## src/logic/ach_defs.svh

```systemverilog
// register offsets, reset values and field positions of the cell header bank
`ifndef ACH_DEFS_SVH
`define ACH_DEFS_SVH

// register offsets on the byte-wide register port
`define ACH_OFF_HDR_CTRL 6'h09
`define ACH_OFF_TX_HDR3 6'h12
`define ACH_OFF_TX_HDR4 6'h13
`define ACH_OFF_IDLE1 6'h14
`define ACH_OFF_IDLE2 6'h15
`define ACH_OFF_IDLE3 6'h16
`define ACH_OFF_IDLE4 6'h17
`define ACH_OFF_RX_MATCH1 6'h18
`define ACH_OFF_RX_MATCH2 6'h19
`define ACH_OFF_RX_MATCH3 6'h1a
`define ACH_OFF_RX_MATCH4 6'h1b
`define ACH_OFF_RX_MASK1 6'h1c
`define ACH_OFF_RX_MASK4 6'h1f
`define ACH_OFF_ACC_CNT 6'h30
`define ACH_OFF_REJ_CNT 6'h31

// contiguous header bank
`define ACH_BANK_FIRST 6'h12
`define ACH_BANK_LAST 6'h1f
`define ACH_BANK_N 14

// reset values
`define ACH_RST_BYTE 8'h00
`define ACH_RST_IDLE4 8'h01
`define ACH_RST_MASK 8'hff
`define ACH_RST_CTRL 8'h00

// insertion control bit positions and implemented bits
`define ACH_CTRL_OCT3_VCI 0
`define ACH_CTRL_OCT4_VCI 1
`define ACH_CTRL_OCT4_PT 2
`define ACH_CTRL_OCT4_CLP 3
`define ACH_CTRL_USED 8'h0f

// octet 4 field layout
`define ACH_OCT4_VCI_MSK 8'hf0
`define ACH_OCT4_PT_MSK 8'h0e
`define ACH_OCT4_CLP_MSK 8'h01

`endif

```

## src/logic/ach_pkg.sv

```systemverilog
// types shared by the cell header bank and its screening comparator
`default_nettype none
package ach_pkg;
    typedef logic [7:0] ach_byte_t;

    // four header octets, octet 1 in the upper byte
    typedef struct packed {
        ach_byte_t oct1;
        ach_byte_t oct2;
        ach_byte_t oct3;
        ach_byte_t oct4;
    } ach_hdr_t;

    // transmit cell header slot
    typedef struct packed {
        logic valid;
        logic idle;
        ach_hdr_t hdr;
    } ach_tx_cell_t;

    // receive cell header slot
    typedef struct packed {
        logic valid;
        ach_hdr_t hdr;
    } ach_rx_cell_t;

    // register port access kind
    typedef enum logic [1:0] {
        ACH_ACC_IDLE = 2'b00,
        ACH_ACC_WRITE = 2'b01,
        ACH_ACC_READ = 2'b10
    } ach_acc_t;
endpackage
`default_nettype wire

```

## src/logic/ach_screen.sv

```systemverilog
// masked comparison of a received cell header against the match value
`timescale 1ns/1ps
`default_nettype none
module ach_screen
    import ach_pkg::*;
#(
    parameter int N_OCT = 4
) (
    input wire ach_hdr_t hdr_i,
    input wire ach_hdr_t match_i,
    input wire ach_hdr_t mask_i,
    output logic hit_o
);

    ////////////////////////////////////////////////////////////////////////
    // a header always has four octets before the check octet
    if (N_OCT != 4) begin : g_bad_oct
        $error("ach_screen: N_OCT must be 4");
    end

    // one octet hits when every unmasked bit equals the match bit
    function automatic logic octet_hit(input ach_byte_t got, input ach_byte_t want,
                                       input ach_byte_t ign);
        octet_hit = &((~(got ^ want)) | ign);
    endfunction

    ////////////////////////////////////////////////////////////////////////
    // per-octet compare, the check octet is not presented here
    logic [N_OCT-1:0] oct_hit;
    for (genvar g = 0; g < N_OCT; g++) begin : g_oct
        assign oct_hit[g] = octet_hit(hdr_i[8*g +: 8], match_i[8*g +: 8],
                                      mask_i[8*g +: 8]);
    end

    // all four octets must hit
    assign hit_o = &oct_hit;

endmodule
`default_nettype wire

```

## src/logic/ach_regs.sv

```systemverilog
// per-port cell header register bank with transmit insertion and receive screening
// Notes on behaviour
// - octet 3 of assigned cells from register
// - octet 4 fields: channel, payload type, priority
// - idle cells carry the four idle bytes
// - idle byte 1 becomes outgoing octet 1
// - idle byte 2 becomes outgoing octet 2
// - idle byte 3 becomes outgoing octet 3
// - idle byte 4 is octet 4, resets 0x01
// - accept cell only on header match
// - mask registers qualify the header comparison
// - match bytes 1 and 2 reset to zero
// - set mask bit ignores that header bit
`timescale 1ns/1ps
`default_nettype none
`include "ach_defs.svh"
module ach_regs
    import ach_pkg::*;
#(
    parameter int ADDR_W = 6
) (
    // clock and reset
    input wire logic mclk_i,
    input wire logic arst_n_i,
    // register port
    input wire logic [ADDR_W-1:0] reg_addr_i,
    input wire logic [7:0] reg_wdata_i,
    input wire logic reg_wr_i,
    input wire logic reg_rd_i,
    output logic [7:0] reg_rdata_o,
    // transmit header path
    input wire ach_tx_cell_t tx_cell_i,
    output ach_tx_cell_t tx_cell_o,
    // receive screening path
    input wire ach_rx_cell_t rx_cell_i,
    output logic rx_accept_o,
    output logic rx_reject_o,
    output ach_hdr_t rx_hdr_o
);

    ////////////////////////////////////////////////////////////////////////
    // elaboration checks
    if (ADDR_W < 6) begin : g_bad_addr
        $error("ach_regs: ADDR_W must be at least 6");
    end

    localparam int BANK_N = `ACH_BANK_N;
    localparam logic [ADDR_W-1:0] A_FIRST = ADDR_W'(`ACH_BANK_FIRST);
    localparam logic [ADDR_W-1:0] A_LAST = ADDR_W'(`ACH_BANK_LAST);
    localparam logic [ADDR_W-1:0] A_CTRL = ADDR_W'(`ACH_OFF_HDR_CTRL);
    localparam logic [ADDR_W-1:0] A_ACC = ADDR_W'(`ACH_OFF_ACC_CNT);
    localparam logic [ADDR_W-1:0] A_REJ = ADDR_W'(`ACH_OFF_REJ_CNT);
    localparam logic [ADDR_W-1:0] A_IDLE4 = ADDR_W'(`ACH_OFF_IDLE4);
    localparam logic [ADDR_W-1:0] A_RXM1 = ADDR_W'(`ACH_OFF_RX_MATCH1);
    localparam logic [ADDR_W-1:0] A_RXM2 = ADDR_W'(`ACH_OFF_RX_MATCH2);

    // bank slot of each register
    localparam int I_TXH3 = `ACH_OFF_TX_HDR3 - `ACH_BANK_FIRST;
    localparam int I_TXH4 = `ACH_OFF_TX_HDR4 - `ACH_BANK_FIRST;
    localparam int I_IDL1 = `ACH_OFF_IDLE1 - `ACH_BANK_FIRST;
    localparam int I_IDL2 = `ACH_OFF_IDLE2 - `ACH_BANK_FIRST;
    localparam int I_IDL3 = `ACH_OFF_IDLE3 - `ACH_BANK_FIRST;
    localparam int I_IDL4 = `ACH_OFF_IDLE4 - `ACH_BANK_FIRST;
    localparam int I_RXM1 = `ACH_OFF_RX_MATCH1 - `ACH_BANK_FIRST;
    localparam int I_RXM2 = `ACH_OFF_RX_MATCH2 - `ACH_BANK_FIRST;
    localparam int I_RXM3 = `ACH_OFF_RX_MATCH3 - `ACH_BANK_FIRST;
    localparam int I_RXM4 = `ACH_OFF_RX_MATCH4 - `ACH_BANK_FIRST;
    localparam int I_MSK1 = `ACH_OFF_RX_MASK1 - `ACH_BANK_FIRST;

    // reset value of a bank slot
    function automatic ach_byte_t bank_rst(input int idx);
        int off;
        off = idx + `ACH_BANK_FIRST;
        if (off == `ACH_OFF_IDLE4) begin
            bank_rst = `ACH_RST_IDLE4;
        end else if (off >= `ACH_OFF_RX_MASK1) begin
            bank_rst = `ACH_RST_MASK;
        end else begin
            bank_rst = `ACH_RST_BYTE;
        end
    endfunction

    // replace the bits selected by sel with the register bits
    function automatic ach_byte_t merge(input ach_byte_t orig, input ach_byte_t ins,
                                        input ach_byte_t sel);
        merge = (orig & ~sel) | (ins & sel);
    endfunction

    ////////////////////////////////////////////////////////////////////////
    // access decode
    ach_acc_t acc;
    wire logic wr_en;
    wire logic rd_en;
    assign acc = reg_wr_i ? ACH_ACC_WRITE : (reg_rd_i ? ACH_ACC_READ : ACH_ACC_IDLE);
    assign wr_en = (acc == ACH_ACC_WRITE);
    assign rd_en = (acc == ACH_ACC_READ);

    ////////////////////////////////////////////////////////////////////////
    // header bank, one byte per slot
    ach_byte_t bank [BANK_N];
    for (genvar g = 0; g < BANK_N; g++) begin : g_bank
        localparam ach_byte_t RST = bank_rst(g);
        localparam logic [ADDR_W-1:0] OFF = ADDR_W'(`ACH_BANK_FIRST + g);
        ach_byte_t byte_q;
        wire logic hit;
        assign hit = wr_en && (reg_addr_i == OFF);
        // write on address hit
        always_ff @(posedge mclk_i or negedge arst_n_i) begin
            if (!arst_n_i) begin
                byte_q <= RST;
            end else if (hit) begin
                byte_q <= reg_wdata_i;
            end
        end
        assign bank[g] = byte_q;
    end

    // insertion control, unused bits read zero
    ach_byte_t header_insert_control_q;
    always_ff @(posedge mclk_i or negedge arst_n_i) begin
        if (!arst_n_i) begin
            header_insert_control_q <= `ACH_RST_CTRL;
        end else if (wr_en && (reg_addr_i == A_CTRL)) begin
            header_insert_control_q <= reg_wdata_i & `ACH_CTRL_USED;
        end
    end

    // named views of the bank
    ach_byte_t tx_hdr_byte3_bits;
    ach_byte_t tx_hdr_byte4_bits;
    ach_byte_t idle_hdr_byte1_bits;
    ach_byte_t idle_hdr_byte2_bits;
    ach_byte_t idle_hdr_byte3_bits;
    ach_byte_t idle_hdr_byte4_bits;
    ach_byte_t rx_match_byte1_bits;
    ach_byte_t rx_match_byte2_bits;
    ach_hdr_t rx_match;
    ach_hdr_t rx_mask;
    assign tx_hdr_byte3_bits = bank[I_TXH3];
    assign tx_hdr_byte4_bits = bank[I_TXH4];
    assign idle_hdr_byte1_bits = bank[I_IDL1];
    assign idle_hdr_byte2_bits = bank[I_IDL2];
    assign idle_hdr_byte3_bits = bank[I_IDL3];
    assign idle_hdr_byte4_bits = bank[I_IDL4];
    assign rx_match_byte1_bits = bank[I_RXM1];
    assign rx_match_byte2_bits = bank[I_RXM2];
    assign rx_match = {rx_match_byte1_bits, rx_match_byte2_bits, bank[I_RXM3], bank[I_RXM4]};
    assign rx_mask = {bank[I_MSK1], bank[I_MSK1+1], bank[I_MSK1+2], bank[I_MSK1+3]};

    ////////////////////////////////////////////////////////////////////////
    // transmit header build
    ach_byte_t ins_sel3;
    ach_byte_t ins_sel4;
    ach_hdr_t assigned_hdr;
    ach_hdr_t idle_hdr;
    ach_tx_cell_t tx_d;
    ach_tx_cell_t tx_q;
    assign ins_sel3 = {8{header_insert_control_q[`ACH_CTRL_OCT3_VCI]}};
    assign ins_sel4 = ({8{header_insert_control_q[`ACH_CTRL_OCT4_VCI]}} & `ACH_OCT4_VCI_MSK)
        | ({8{header_insert_control_q[`ACH_CTRL_OCT4_PT]}} & `ACH_OCT4_PT_MSK)
        | ({8{header_insert_control_q[`ACH_CTRL_OCT4_CLP]}} & `ACH_OCT4_CLP_MSK);
    assign assigned_hdr.oct1 = tx_cell_i.hdr.oct1;
    assign assigned_hdr.oct2 = tx_cell_i.hdr.oct2;
    assign assigned_hdr.oct3 = merge(tx_cell_i.hdr.oct3, tx_hdr_byte3_bits, ins_sel3);
    assign assigned_hdr.oct4 = merge(tx_cell_i.hdr.oct4, tx_hdr_byte4_bits, ins_sel4);
    // idle header is the four idle bytes in octet order
    assign idle_hdr = {idle_hdr_byte1_bits, idle_hdr_byte2_bits,
                       idle_hdr_byte3_bits, idle_hdr_byte4_bits};
    assign tx_d.valid = tx_cell_i.valid;
    assign tx_d.idle = tx_cell_i.idle;
    assign tx_d.hdr = tx_cell_i.idle ? idle_hdr : assigned_hdr;

    // one-cycle transmit stage
    always_ff @(posedge mclk_i or negedge arst_n_i) begin
        if (!arst_n_i) begin
            tx_q <= '0;
        end else begin
            tx_q <= tx_d;
        end
    end
    assign tx_cell_o = tx_q;

    ////////////////////////////////////////////////////////////////////////
    // receive screening
    wire logic rx_hit;
    ach_screen #(
        .N_OCT(4)
    ) u_screen (
        .hdr_i(rx_cell_i.hdr),
        .match_i(rx_match),
        .mask_i(rx_mask),
        .hit_o(rx_hit)
    );

    logic rx_accept_q;
    logic rx_reject_q;
    ach_hdr_t rx_hdr_q;
    ach_byte_t acc_cnt_q;
    ach_byte_t rej_cnt_q;
    wire logic rx_acc_d;
    wire logic rx_rej_d;
    assign rx_acc_d = rx_cell_i.valid && rx_hit;
    assign rx_rej_d = rx_cell_i.valid && !rx_hit;

    // accept and reject pulses, accepted header and wrapping counters
    always_ff @(posedge mclk_i or negedge arst_n_i) begin
        if (!arst_n_i) begin
            rx_accept_q <= 1'b0;
            rx_reject_q <= 1'b0;
            rx_hdr_q <= '0;
            acc_cnt_q <= 8'h00;
            rej_cnt_q <= 8'h00;
        end else begin
            rx_accept_q <= rx_acc_d;
            rx_reject_q <= rx_rej_d;
            rx_hdr_q <= rx_acc_d ? rx_cell_i.hdr : rx_hdr_q;
            acc_cnt_q <= acc_cnt_q + {7'h00, rx_acc_d};
            rej_cnt_q <= rej_cnt_q + {7'h00, rx_rej_d};
        end
    end
    assign rx_accept_o = rx_accept_q;
    assign rx_reject_o = rx_reject_q;
    assign rx_hdr_o = rx_hdr_q;

    ////////////////////////////////////////////////////////////////////////
    // read path, data stand only in the cycle after the read strobe
    wire logic rd_in_bank;
    wire logic [3:0] rd_idx;
    ach_byte_t rd_val;
    ach_byte_t rdata_q;
    assign rd_in_bank = (reg_addr_i >= A_FIRST) && (reg_addr_i <= A_LAST);
    assign rd_idx = 4'(reg_addr_i - A_FIRST);
    assign rd_val = rd_in_bank ? bank[rd_idx]
                  : (reg_addr_i == A_CTRL) ? header_insert_control_q
                  : (reg_addr_i == A_ACC) ? acc_cnt_q
                  : (reg_addr_i == A_REJ) ? rej_cnt_q
                  : 8'h00;
    always_ff @(posedge mclk_i or negedge arst_n_i) begin
        if (!arst_n_i) begin
            rdata_q <= 8'h00;
        end else begin
            rdata_q <= rd_en ? rd_val : 8'h00;
        end
    end
    assign reg_rdata_o = rdata_q;

    // reference for the masked compare, independent of the comparator
    wire logic ref_match;
    assign ref_match = (((rx_cell_i.hdr ^ rx_match) & ~rx_mask) == 32'h0000_0000);

    // write history of registers with a checked reset value
    logic seen_idle4_q;
    logic seen_rxm1_q;
    logic seen_rxm2_q;
    always_ff @(posedge mclk_i or negedge arst_n_i) begin
        if (!arst_n_i) begin
            seen_idle4_q <= 1'b0;
            seen_rxm1_q <= 1'b0;
            seen_rxm2_q <= 1'b0;
        end else begin
            seen_idle4_q <= seen_idle4_q || (wr_en && reg_addr_i == A_IDLE4);
            seen_rxm1_q <= seen_rxm1_q || (wr_en && reg_addr_i == A_RXM1);
            seen_rxm2_q <= seen_rxm2_q || (wr_en && reg_addr_i == A_RXM2);
        end
    end
endmodule
`default_nettype wire

```

## config.mk

```make
export PLATFORM = sky130hd
export DESIGN_NAME = ach_regs
export DESIGN_NICKNAME = d
export VERILOG_FILES = /design/src/logic/ach_pkg.sv /design/src/logic/ach_screen.sv /design/src/logic/ach_regs.sv
export VERILOG_INCLUDE_DIRS = /design/src /design/src/logic
export SDC_FILE = /design/constraint.sdc
export NUM_CORES = 1
export LEC_CHECK = 0
export BUFFER_PORTS_ARGS = -buffer_cell sky130_fd_sc_hd__buf_2
export CAP_MARGIN = 0
export CORE_MARGIN = 4
export CORE_UTILIZATION = 30
export DETAILED_ROUTE_END_ITERATION = 10
export PLACE_DENSITY_LB_ADDON = 0.12
export SLEW_MARGIN = 20
export SYNTH_ARGS = -nofsm -noshare
export SYNTH_HDL_FRONTEND = slang
export SYNTH_SLANG_ARGS = --single-unit
```

## constraint.sdc

```tcl
create_clock -name mclk_i -period 2.85 [get_ports mclk_i]
set_input_delay 0.4275 -clock mclk_i [delete_from_list [all_inputs] [get_ports mclk_i]]
set_output_delay 0.4275 -clock mclk_i [all_outputs]
set_load 0.02 [all_outputs]
```

---- After elaboration in Yosys (flattened, before gate mapping) ----
Cells that the tools add are included.
word-level totals
  bits of input ports ..................... 85
  register bits ........................... 208
  output and inout bits ................... 76
operators by class
  bitwise gates (word level) .............. 23
  reductions and logical operators ........ 20
  add/subtract/negate cells ............... 3
  $lt $le $gt $ge ......................... 3
  muxes and demuxes ....................... 11
  equality and inequality tests ........... 19
operators by type and width
  cell                 count
  $eq 6x5->1 const B   14
  $mux 8               7
  $not 8->8            6
  $or 8x8->8           6
  $and 8x8->8          4
  $bmux 8 s4           1
  $mux 32              1
  $reduce_and 32->1    1
  $xor 8x8->8          4
  $logic_and 1x1->1    18
  $add 8x1->8          2
  $eq 6x6->1 const B   2
  $or 8x1->8           1
  $or 8x4->8           1
  $eq 6x4->1 const B   1
  $ge 6x5->1 const B   1
  $le 6x5->1 const B   1
  $ge 5x5->1 const B   1
  $not 4->5            1
  $mux 2               2
  $sub 4x2->4 const B  1
  $eq 2x1->1 const B   1
  $eq 2x2->1 const B   1
  $logic_not 1->1      1

---- Logic depth before layout (Yosys ltp) ----
Gate-level depths: netlist of run 1.
  depth in word-level cells ............... 7
  mapped depth ............................ 11
  gate-level depth less buffers ........... 10

---- By module ----
A second synthesis of run 1 with hierarchy kept.
unflattened totals
  cells, all modules ...................... 701
  area total of the unflattened synthesis .. 9825.7 µm²
by module, submodules not included
  module      instances  seq. area each (µm²)  area an instance (µm²)  cells an instance
  ach_regs    1          5246.3                9411.5                  648
  ach_screen  1          0.0                   414.1                   53

---- Worst setup path before layout of run 1 ----
No wires, ideal clock.
  path type ............................... input to register
  from .................................... in rx_cell_i[5] in the netlist's numbering
  to ...................................... reg acc_cnt_q[6]
  data required time ...................... 2.727 ns
  arrival time ............................ 2.203 ns
  cell stages on the path ................. 11
  setup slack ............................. 0.524 ns
  path through ............................ xnor2_1 o22ai_1 nor4_1 nand4_1 nor2_2 buf_4 ha_1 ha_1 and3_1 nand3_1 xnor2_1
between the ends
  longest elaborated chain between the ends .. 6
RTL lines
  item                  line              source
  start, declared       ach_regs.sv:35    input wire ach_rx_cell_t rx_cell_i,
  $xor 8x8->8           ach_screen.sv:24  octet_hit = &((~(got ^ want)) | ign);
  $not 8->8             ach_screen.sv:24
  $or 8x8->8            ach_screen.sv:24
  $reduce_and 32->1     ach_screen.sv:36  assign hit_o = &oct_hit;
  $logic_and 1x1->1     ach_regs.sv:202   assign rx_acc_d = rx_cell_i.valid && rx_hit;
  via rx_acc_d          ach_regs.sv:200   wire logic rx_acc_d;
  $add 8x1->8           ach_regs.sv:217   acc_cnt_q <= acc_cnt_q + {7'h00, rx_acc_d};
  end signal, assigned  ach_regs.sv:217
  end, declared         ach_regs.sv:198   ach_byte_t acc_cnt_q;
The timed path passes the listed nets, and every way through them passes these cells.
A chain may end at the register's enable or synchronous reset.

---- Final worst setup path of run 1 ----
  from .................................... reg g_bank[8].byte_q[6]
  to ...................................... reg rej_cnt_q[6]
between the ends
  longest elaborated chain between the ends .. 7
RTL lines
  item                    line              source
  start, declared         ach_regs.sv:104   ach_byte_t byte_q;
  start signal, assigned  ach_regs.sv:112   byte_q <= reg_wdata_i;
  $xor 8x8->8             ach_screen.sv:24
  $not 8->8               ach_screen.sv:24
  $or 8x8->8              ach_screen.sv:24
  $reduce_and 32->1       ach_screen.sv:36
  $logic_not 1->1         ach_regs.sv:203   assign rx_rej_d = rx_cell_i.valid && !rx_hit;
  $logic_and 1x1->1       ach_regs.sv:203
  via rx_rej_d            ach_regs.sv:201   wire logic rx_rej_d;
  $add 8x1->8             ach_regs.sv:218   rej_cnt_q <= rej_cnt_q + {7'h00, rx_rej_d};
  end signal, assigned    ach_regs.sv:218
  end, declared           ach_regs.sv:199   ach_byte_t rej_cnt_q;
The timed path passes the listed nets, and every way through them passes these cells.

==> summary.txt, run 1 <==
Run status
  • Status: completed

Clock network
  • Clock Path Buffers: 3
  • H-tree depth: 1
  • PostCTS Resize Cnt: 0
  • Clk sinks: 208
  • Num CTS Buffers: 26
  • Clock Tree Root: clkbuf_16
  • Clk_lat worst skew: 0.54 ns
  • Clk slew on worst S/H paths: 0.06 ns
  • CTS tree: built

Synth
  • Top FF cell, synth: dfrtp_1
  • Fraction of the yosys area taken by sequential cells: 0.5484
  • Post-Syn Instances: 670
  • Synth area leader: dfrtp_1
  • Yosys warning total: 0
  • Ys async rst share: 1.000
  • Top cells by area, synth: dfrtp_1 (46%), mux2_2 (15%), dfstp_2 (9.1%)
  • Post-synth cell types: 45
  • Post-synth top area share: 0.4578
  • Post-synth top cells: dfrtp_1 (175), mux2_2 (124), nand2_1 (41), mux2_1 (40), xnor2_1 (40)
  • Count leader, synth: dfrtp_1
  • FF+latch count, synth: 208
  • Synthesized area per cell: 14.28 um2
  • Post-synthesis net count: 760
  • Post-synth EDFFs: 0
  • Post-synthesis cell area: 9567 um2

Timing
  • Max Slew Vio Count: 0
  • Slew @ Worst Pin: 0.7661 ns
  • Rel. slew slack: 0.4893
  • Final setup fails: 0
  • Max Clock Freq: 0.3779 GHz
  • Final Hold Viols: 0
  • Worst clock skew: 0.02383 ns
  • Final period util: 0.9286
  • RSZ-0062 raised after global routing: no
  • Clock period minus worst slack: 2.647 ns
  • Min Hold Slack: 0.1301 ns
  • Setup TNS: 0 ns

Run
  • Max Cap Violations: 0

Power
  • Power Total: 8375 uW
  • Pleak: 0.005556 uW
  • Pwr/cell area: 705.8 nW/um2
  • Worst ir drop on vdd: 0.4735 mV

Placement
  • Final HPWL DP: 21080 um
  • Placer Congestion: 0.8109
  • IO buf count: 160

Cells and area
  • Final nets: 936
  • Area Growth Syn to Fin: 24.04%
  • Layout cells sized above 1: 0.5000
  • Antenna diode instance count: 0

Setup path
  • Worst-path cell chain: xnor2_1 > o22ai_1 > nor4_1 > nand4_1 > buf_4 > and2_1 > ha_1 > ha_1 > and3_1 > nand3_1 > xnor2_1
  • Crit path capture type: register
  • CP required: 3.30 ns
  • Critical Path Fanout Max: 3
  • Largest stage delay, worst path: 0.42 ns
  • Crit Path Category: register to register
  • Worst Path Arrival: 3.09 ns
  • Slowest CP cell: dfrtp_1
  • Worst reg-to-reg setup slack: 0.20 ns
  • Type of origin of the critical path: register

Detailed routing
  • DR vias: 6262
  • DRT Wirelength: 28670 um
  • DRT iter0 DRCs: 285
  • # DRC: 0
  • TritonRoute pass-1 iters: 4
  • Antenna Nets Post-Route: 0
  • Wire length per cell after detailed routing: 22.61 um
  • Via-per-instance ratio: 4.938

Global route
  • GRT overflow: 0
  • Pin count of the biggest net entering global routing: 81
  • Number of global-route vias before repair: 6927
  • GRT Util Overall: 0.1627
  • Initial antenna violation count: 2
  • First-pass GRT wire length: 44080 um

Floorplan
  • Initial Util: 0.3040
  • Chip width: 186.6 um
  • Die area: 34810 um2
  • Core Rows: 65
  • Die Span Y: 186.6 um
  • Ports: 161
  • CORE AREA: 31470 um2

Hold path
  • Hold WC Path Type: input pin to register
[critical path: cells and delay by family, from the launching register on]
kind	cells	cell delay (ns)
simple gates	5	0.98
xor+xnor	2	0.43
flops	1	0.42
fa+ha+maj	2	0.41
buf+inv	1	0.17
compound gates	1	0.15
[report_power, final]
| group | total (uW) | switching, uW | internal (uW) | leakage [uW] |
|---|---|---|---|---|
| clock network | 3580 | 1300 | 2270 | 0.000467 |
| registers | 3660 | 329 | 3330 | 0.00267 |
| logic | 1140 | 567 | 572 | 0.00242 |
[cell usage in the layout, fill, tap and decap left out, types with 2 or more instances in the layout]
cell type / instances
a211oi_1: 3
a221oi_1: 8
a22oi_1: 7
a311oi_1: 4
a31oi_1: 7
and3_1: 2
and4_1: 2
buf_12: 4
buf_2: 159
buf_4: 16
bufinv_16: 4
clkbuf_1: 5
clkbuf_16: 27
clkbuf_8: 8
clkinv_2: 4
dfrtp_1: 175
dfstp_2: 33
dlygate4sd3_1: 2
ha_1: 5
inv_1: 6
mux2_1: 40
mux2_2: 124
mux2_4: 8
mux2i_1: 16
mux4_2: 24
nand2_1: 41
nand3_1: 11
nand4_1: 3
nor2_1: 10
nor2_2: 11
nor4_1: 4
o21ai_0: 16
o22ai_1: 16
or4b_1: 2
xnor2_1: 40
xor2_1: 4
[stage by stage]
step	cells	setup WS (ns)	cell area, um2	util
3_5_place_dp	1217	0.05466	10900	0.3462
4_1_cts	1267	0.1255	11860	0.3768
6_report	1268	0.2035	11870	0.3770
5_1_grt	1268	0.08715	11870	0.3770
2_1_floorplan	670	0.5238	9567	-
3_3_place_gp	1217	0.08132	10900	0.3462
[final timing paths]
check	start	end	depth (start not counted)
min reg2reg	rx_hdr_o[11]	rx_hdr_o[11]	1
min	tx_cell_i[29]	tx_cell_o[29]	2
max in group asynchronous	arst_n_i	g_bank[11].byte_q[7]	3
max	g_bank[8].byte_q[6]	rej_cnt_q[6]	11
max reg2reg	g_bank[8].byte_q[6]	rej_cnt_q[6]	11
min in group asynchronous	arst_n_i	g_bank[3].byte_q[6]	2
[per-layer routing]
metal | up-vias | part of all wire | track usage
met5 | - | 0.00094 | 0
met3 | 41 | 0.051 | 0.03292
met1 | 3252 | 0.45 | 0.2249
li1 | 2808 | - | -
met4 | 4 | 0.017 | 0.03470
met2 | 157 | 0.48 | 0.2678
[flip-flops by register name, indices dropped and copies added, names as in the netlist]
| register | flops |
|---|---|
| acc_cnt_q | 8 |
| rej_cnt_q | 8 |
| g_bank.byte_q | 112 |
| rx_accept_o | 1 |
| reg_rdata_o | 8 |
| tx_cell_o | 34 |
| rx_hdr_o | 32 |
| rx_reject_o | 1 |
| header_insert_control_q | 4 |
[kinds of logic after synthesis]
| kind of cell | share of synthesized area |
|---|---|
| flops | 0.5484 |
| mux | 0.2788 |
| xor+xnor | 0.04486 |
| compound gates | 0.04669 |
| fa+ha+maj | 0.006539 |
| buf+inv | 0.02119 |
| simple gates | 0.05349 |
[what timing repair did]
action | in CTS | in global routing
hold buffers | 2 | 0
endpoints found under the setup margin | 0 | 2
endpoints found under the hold margin | 21 | 0
buffers inserted | 0 | 1
[layout make-up]
class / count / area [um2]
clock buffers: 39 / 790.8
clock inverters: 9 / 151.4
fillers: 3024 / 19610
inverters: 6 / 22.52
multi-input cells: 422 / 4123
flip-flops and latches: 208 / 5246
well taps: 402 / 503.0
repair buffers: 182 / 1030
Note: power is estimated with default switching activity, not from simulation.
==> run 2: changes to the inputs <==
ABC_AREA = 1   (was not set)
==> run 2 against run 1 <==
  * Sequential share of layout area decreased by 0.31 points
  * Highest routed layer unchanged
  * Final area increased by 0.72%
  * Combinational power up 4%
  * Routed wire length rose by 19%
  * First-iteration DRC count is 150% higher
  * Synthesized cell count grew 83%
  * Setup slack improved by 0.13 ns
  * Critical endpoint is now rej_cnt_q[7]
  * Global-route usage rose by 2.7 points
  * Clock power is 9.8% lower
==> summary.txt, run 2 <==
Synth
  • Post-Syn Instances: 1226 (was 670)
  • Post-synth EDFFs: 0 (unchanged)
  • Top cells by area, synth: dfrtp_1 (45%), nand2_1 (15%), dfstp_2 (8.9%) (was dfrtp_1 (46%), mux2_2 (15%), dfstp_2 (9.1%))
  • FF+latch count, synth: 208 (unchanged)
  • Post-synth top area share: 0.4473 (was 0.4578)
  • Post-synthesis cell area: 9789 um2 (was 9567 um2)
  • Post-synth top cells: nand2_1 (398), dfrtp_1 (175), o21ai_0 (151), inv_1 (119), nor2_1 (96) (was dfrtp_1 (175), mux2_2 (124), nand2_1 (41), mux2_1 (40), xnor2_1 (40))
  • Post-synth cell types: 31 (was 45)
  • Synthesized area per cell: 7.985 um2 (was 14.28 um2)
  • Post-synthesis net count: 1316 (was 760)
  • Count leader, synth: nand2_1 (was dfrtp_1)
  • Fraction of the yosys area taken by sequential cells: 0.5359 (was 0.5484)
  • Top FF cell, synth: dfrtp_1 (unchanged)
  • Yosys warning total: 0 (unchanged)
  • Ys async rst share: 1.000 (unchanged)
  • Synth area leader: dfrtp_1 (unchanged)

Floorplan
  • Ports: 161 (unchanged)
  • Chip width: 188.6 um (was 186.6 um)
  • CORE AREA: 31880 um2 (was 31470 um2)
  • Core Rows: 65 (unchanged)
  • Initial Util: 0.3071 (was 0.3040)
  • Die area: 35590 um2 (was 34810 um2)
  • Die Span Y: 188.6 um (was 186.6 um)

Global route
  • GRT Util Overall: 0.1900 (was 0.1627)
  • First-pass GRT wire length: 52850 um (was 44080 um)
  • Initial antenna violation count: 2 (unchanged)
  • Pin count of the biggest net entering global routing: 65 (was 81)
  • Number of global-route vias before repair: 8581 (was 6927)
  • GRT overflow: 0 (unchanged)

Power
  • Pwr/cell area: 670.2 nW/um2 (was 705.8 nW/um2)
  • Worst ir drop on vdd: 0.3749 mV (was 0.4735 mV)
  • Comb pwr share: 0.147 (was 0.136)
  • Internal power: 5678 uW (was 6176 uW)
  • Pleak: 0.006049 uW (was 0.005556 uW)
  • Psw: 2332 uW (was 2200 uW)
  • Seq pwr share: 0.449 (was 0.437)
  • Sw frac: 0.2912 (was 0.2626)
  • Clock power share: 0.404 (was 0.427)

Setup path
  • R2r startpoint: g_bank[6].byte_q[0] (was g_bank[8].byte_q[6])
  • Critical Path Fanout Max: 11 (was 3)
  • Slowest CP cell: dfrtp_1 (unchanged)
  • End point of the critical path: rej_cnt_q[7] (was rej_cnt_q[6])
  • Largest stage delay, worst path: 0.46 ns (was 0.42 ns)
  • Type of origin of the critical path: register (unchanged)
  • Worst-path cell chain: inv_1 > nand2_1 > nand3_1 > nand2_1 > nor2_1 > nand2_1 > nor2_4 > buf_4 > a21oi_1 > ha_1 > nand3_1 > nor3_1 > nand3_1 > xor2_1 (was xnor2_1 > o22ai_1 > nor4_1 > nand4_1 > buf_4 > and2_1 > ha_1 > ha_1 > and3_1 > nand3_1 > xnor2_1)
  • Worst Path Arrival: 2.92 ns (was 3.09 ns)
  • Worst Setup SP: g_bank[6].byte_q[0] (was g_bank[8].byte_q[6])
  • Crit path max-delay family: simple AND/OR/NAND/NOR gates (unchanged)
  • Crit Path Category: register to register (unchanged)
  • R2R cell count: 14 (was 11)
  • CP required: 3.26 ns (was 3.30 ns)
  • CP Depth: 14 (was 11)
  • R2r endpoint: rej_cnt_q[7] (was rej_cnt_q[6])
  • Worst reg-to-reg setup slack: 0.34 ns (was 0.20 ns)
  • Crit path capture type: register (unchanged)
  • Crit path buf inv count: 2 (was 1)

Clock network
  • CTS tree: built (unchanged)
  • Clk_lat worst skew: 0.53 ns (was 0.54 ns)
  • Num CTS Buffers: 25 (was 26)
  • Clock Path Buffers: 3 (unchanged)
  • H-tree depth: 1 (unchanged)
  • Clk slew on worst S/H paths: 0.06 ns (about the same)
  • Clk sinks: 208 (unchanged)
  • PostCTS Resize Cnt: 0 (unchanged)
  • Clock Tree Root: clkbuf_16 (unchanged)

Run status
  • Status: completed (unchanged)

Cells and area
  • Antenna diode instance count: 0 (unchanged)
  • Layout cells sized above 1: 0.1899 (was 0.5000)
  • Most flops, register: g_bank.byte_q (unchanged)
  • Fillers: 3400 (was 3024)
  • Post-route cell area: 11950 um2 (was 11870 um2)
  • Reg area: 5246 um2 (unchanged)
  • Most frequent cells in the layout: nand2_1 (398), dfrtp_1 (175), buf_2 (159) (was dfrtp_1 (175), buf_2 (159), mux2_2 (124))
  • Area Growth Syn to Fin: 22.09% (was 24.04%)
  • Final nets: 1472 (was 936)
  • Max reg flops: 112 (unchanged)
  • Area of the multi-input gates: 3832 um2 (was 4123 um2)
  • Commonest non-fill, non-tap cell in the layout: nand2_1 (was dfrtp_1)

Timing
  • Setup TNS: 0 ns (unchanged)
  • Worst clock skew: 0.007678 ns (was 0.02383 ns)
  • Final setup fails: 0 (unchanged)
  • Max Slew Vio Count: 0 (unchanged)
  • Rel. slew slack: 0.4441 (was 0.4893)
  • Max Clock Freq: 0.3977 GHz (was 0.3779 GHz)
  • RSZ-0062 raised after global routing: no (unchanged)
  • Final period util: 0.8823 (was 0.9286)
  • Slew @ Worst Pin: 0.8330 ns (was 0.7661 ns)
  • Final Hold Viols: 0 (unchanged)
  • Clock period minus worst slack: 2.514 ns (was 2.647 ns)

Placement
  • Placed inst area: 11090 um2 (was 10900 um2)
  • Placer Congestion: 0.8645 (was 0.8109)
  • IO buf count: 160 (unchanged)
  • Final HPWL DP: 25070 um (was 21080 um)

Detailed routing
  • DRT iter0 DRCs: 702 (was 285)
  • DR vias: 8676 (was 6262)
  • DRT Wirelength: 34000 um (was 28670 um)
  • # DRC: 0 (unchanged)
  • TritonRoute pass-1 iters: 5 (was 4)
  • Wire length per cell after detailed routing: 18.52 um (was 22.61 um)
  • Via-per-instance ratio: 4.725 (was 4.938)
  • Antenna Nets Post-Route: 0 (unchanged)

Hold path
  • Hold WC Path Type: input pin to register (unchanged)

Run
  • Max Cap Violations: 0 (unchanged)
run 2: cell types whose count changed after synthesis, sizes merged, moves of 40 or more:
cell and delta:
nand2 +358, mux2 -172, o21ai +135, inv +113, nor2 +76, a21oi +45, xnor2 -40
run 2: cells by family after synthesis:
family                   count (synthesis)  share of synthesized area
AND/OR/NAND/NOR                        586                     0.2451
AO/OA/AOI/OAI                          234                     0.1267
flip-flops                             208                     0.5359
buffers and inverters                  179                    0.07336
XOR/XNOR                                14                    0.01253
adder cells (fa/ha/maj)                  5                   0.006391
run 2: area by class of cell:
type | count | area share
repair buffers | 187 | 0.08721
clock buffers | 37 | 0.06114
well taps | 435 | 0.04554
inverters | 121 | 0.03800
clock inverters | 9 | 0.008480
flip-flops and latches | 208 | 0.4390
multi-input cells | 839 | 0.3207
run 2: worst min path at each step:
| stage | from | end | slack [ns] | cells after the start |
|---|---|---|---|---|
| 2_1_floorplan | arst_n_i | acc_cnt_q[0] | 0.13 | 0 |
| 3_3_place_gp | rx_hdr_o[7] | rx_hdr_o[7] | 0.45 | 2 |
| 3_5_place_dp | rx_hdr_o[14] | rx_hdr_o[14] | 0.45 | 2 |
| 4_1_cts | tx_cell_i[18] | tx_cell_o[18] | 0.08 | 3 |
| 5_1_grt | tx_cell_i[30] | tx_cell_o[30] | 0.09 | 3 |
| 6_report | tx_cell_i[22] | tx_cell_o[22] | 0.09 | 3 |
run 2: per-layer routing:
metal / part of all wire / up-vias / global-route usage
met5: 0.00065 / - / 0
met4: 0.011 / 4 / 0.03139
met3: 0.056 / 38 / 0.03242
met2: 0.45 / 226 / 0.2996
met1: 0.48 / 4151 / 0.2801
li1: - / 4257 / -
run 2: worst reg2reg max path, cell delays in order (launching register included):
cell	delay (ns)
dfrtp_1	0.46
inv_1	0.07
nand2_1	0.06
nand3_1	0.17
nand2_1	0.14
nor2_1	0.04
nand2_1	0.09
nor2_4	0.05
buf_4	0.17
a21oi_1	0.23
ha_1	0.20
nand3_1	0.11
nor3_1	0.30
nand3_1	0.14
xor2_1	0.16
run 2: per-stage QoR:
step	util	instances	setup slack (ns)	hold slack, ns	power [uW]
after floorplan	-	1226	0.5849	0.1319	4263
after global placement	0.3479	1788	0.3036	0.4494	4821
after detailed placement	0.3479	1788	0.2620	0.4530	4830
after CTS	0.3746	1836	0.3370	0.07525	8114
after global routing	0.3749	1836	0.1571	0.09154	8441
final	0.3749	1836	0.3356	0.08921	8010
run 2: power by group through the flow:
stage	combinational [uW]	sequential [uW]	clock, uW
2_1_floorplan	657	3610	0
4_1_cts	1190	3600	3330
3_3_place_gp	1180	3640	0
5_1_grt	1350	3640	3450
6_report	1180	3600	3230
3_5_place_dp	1180	3650	0
run 2: repair_timing:
action                    CTS  global route
hold endpoints to repair   44             0
setup buffers               0             0
hold buffers                2             0
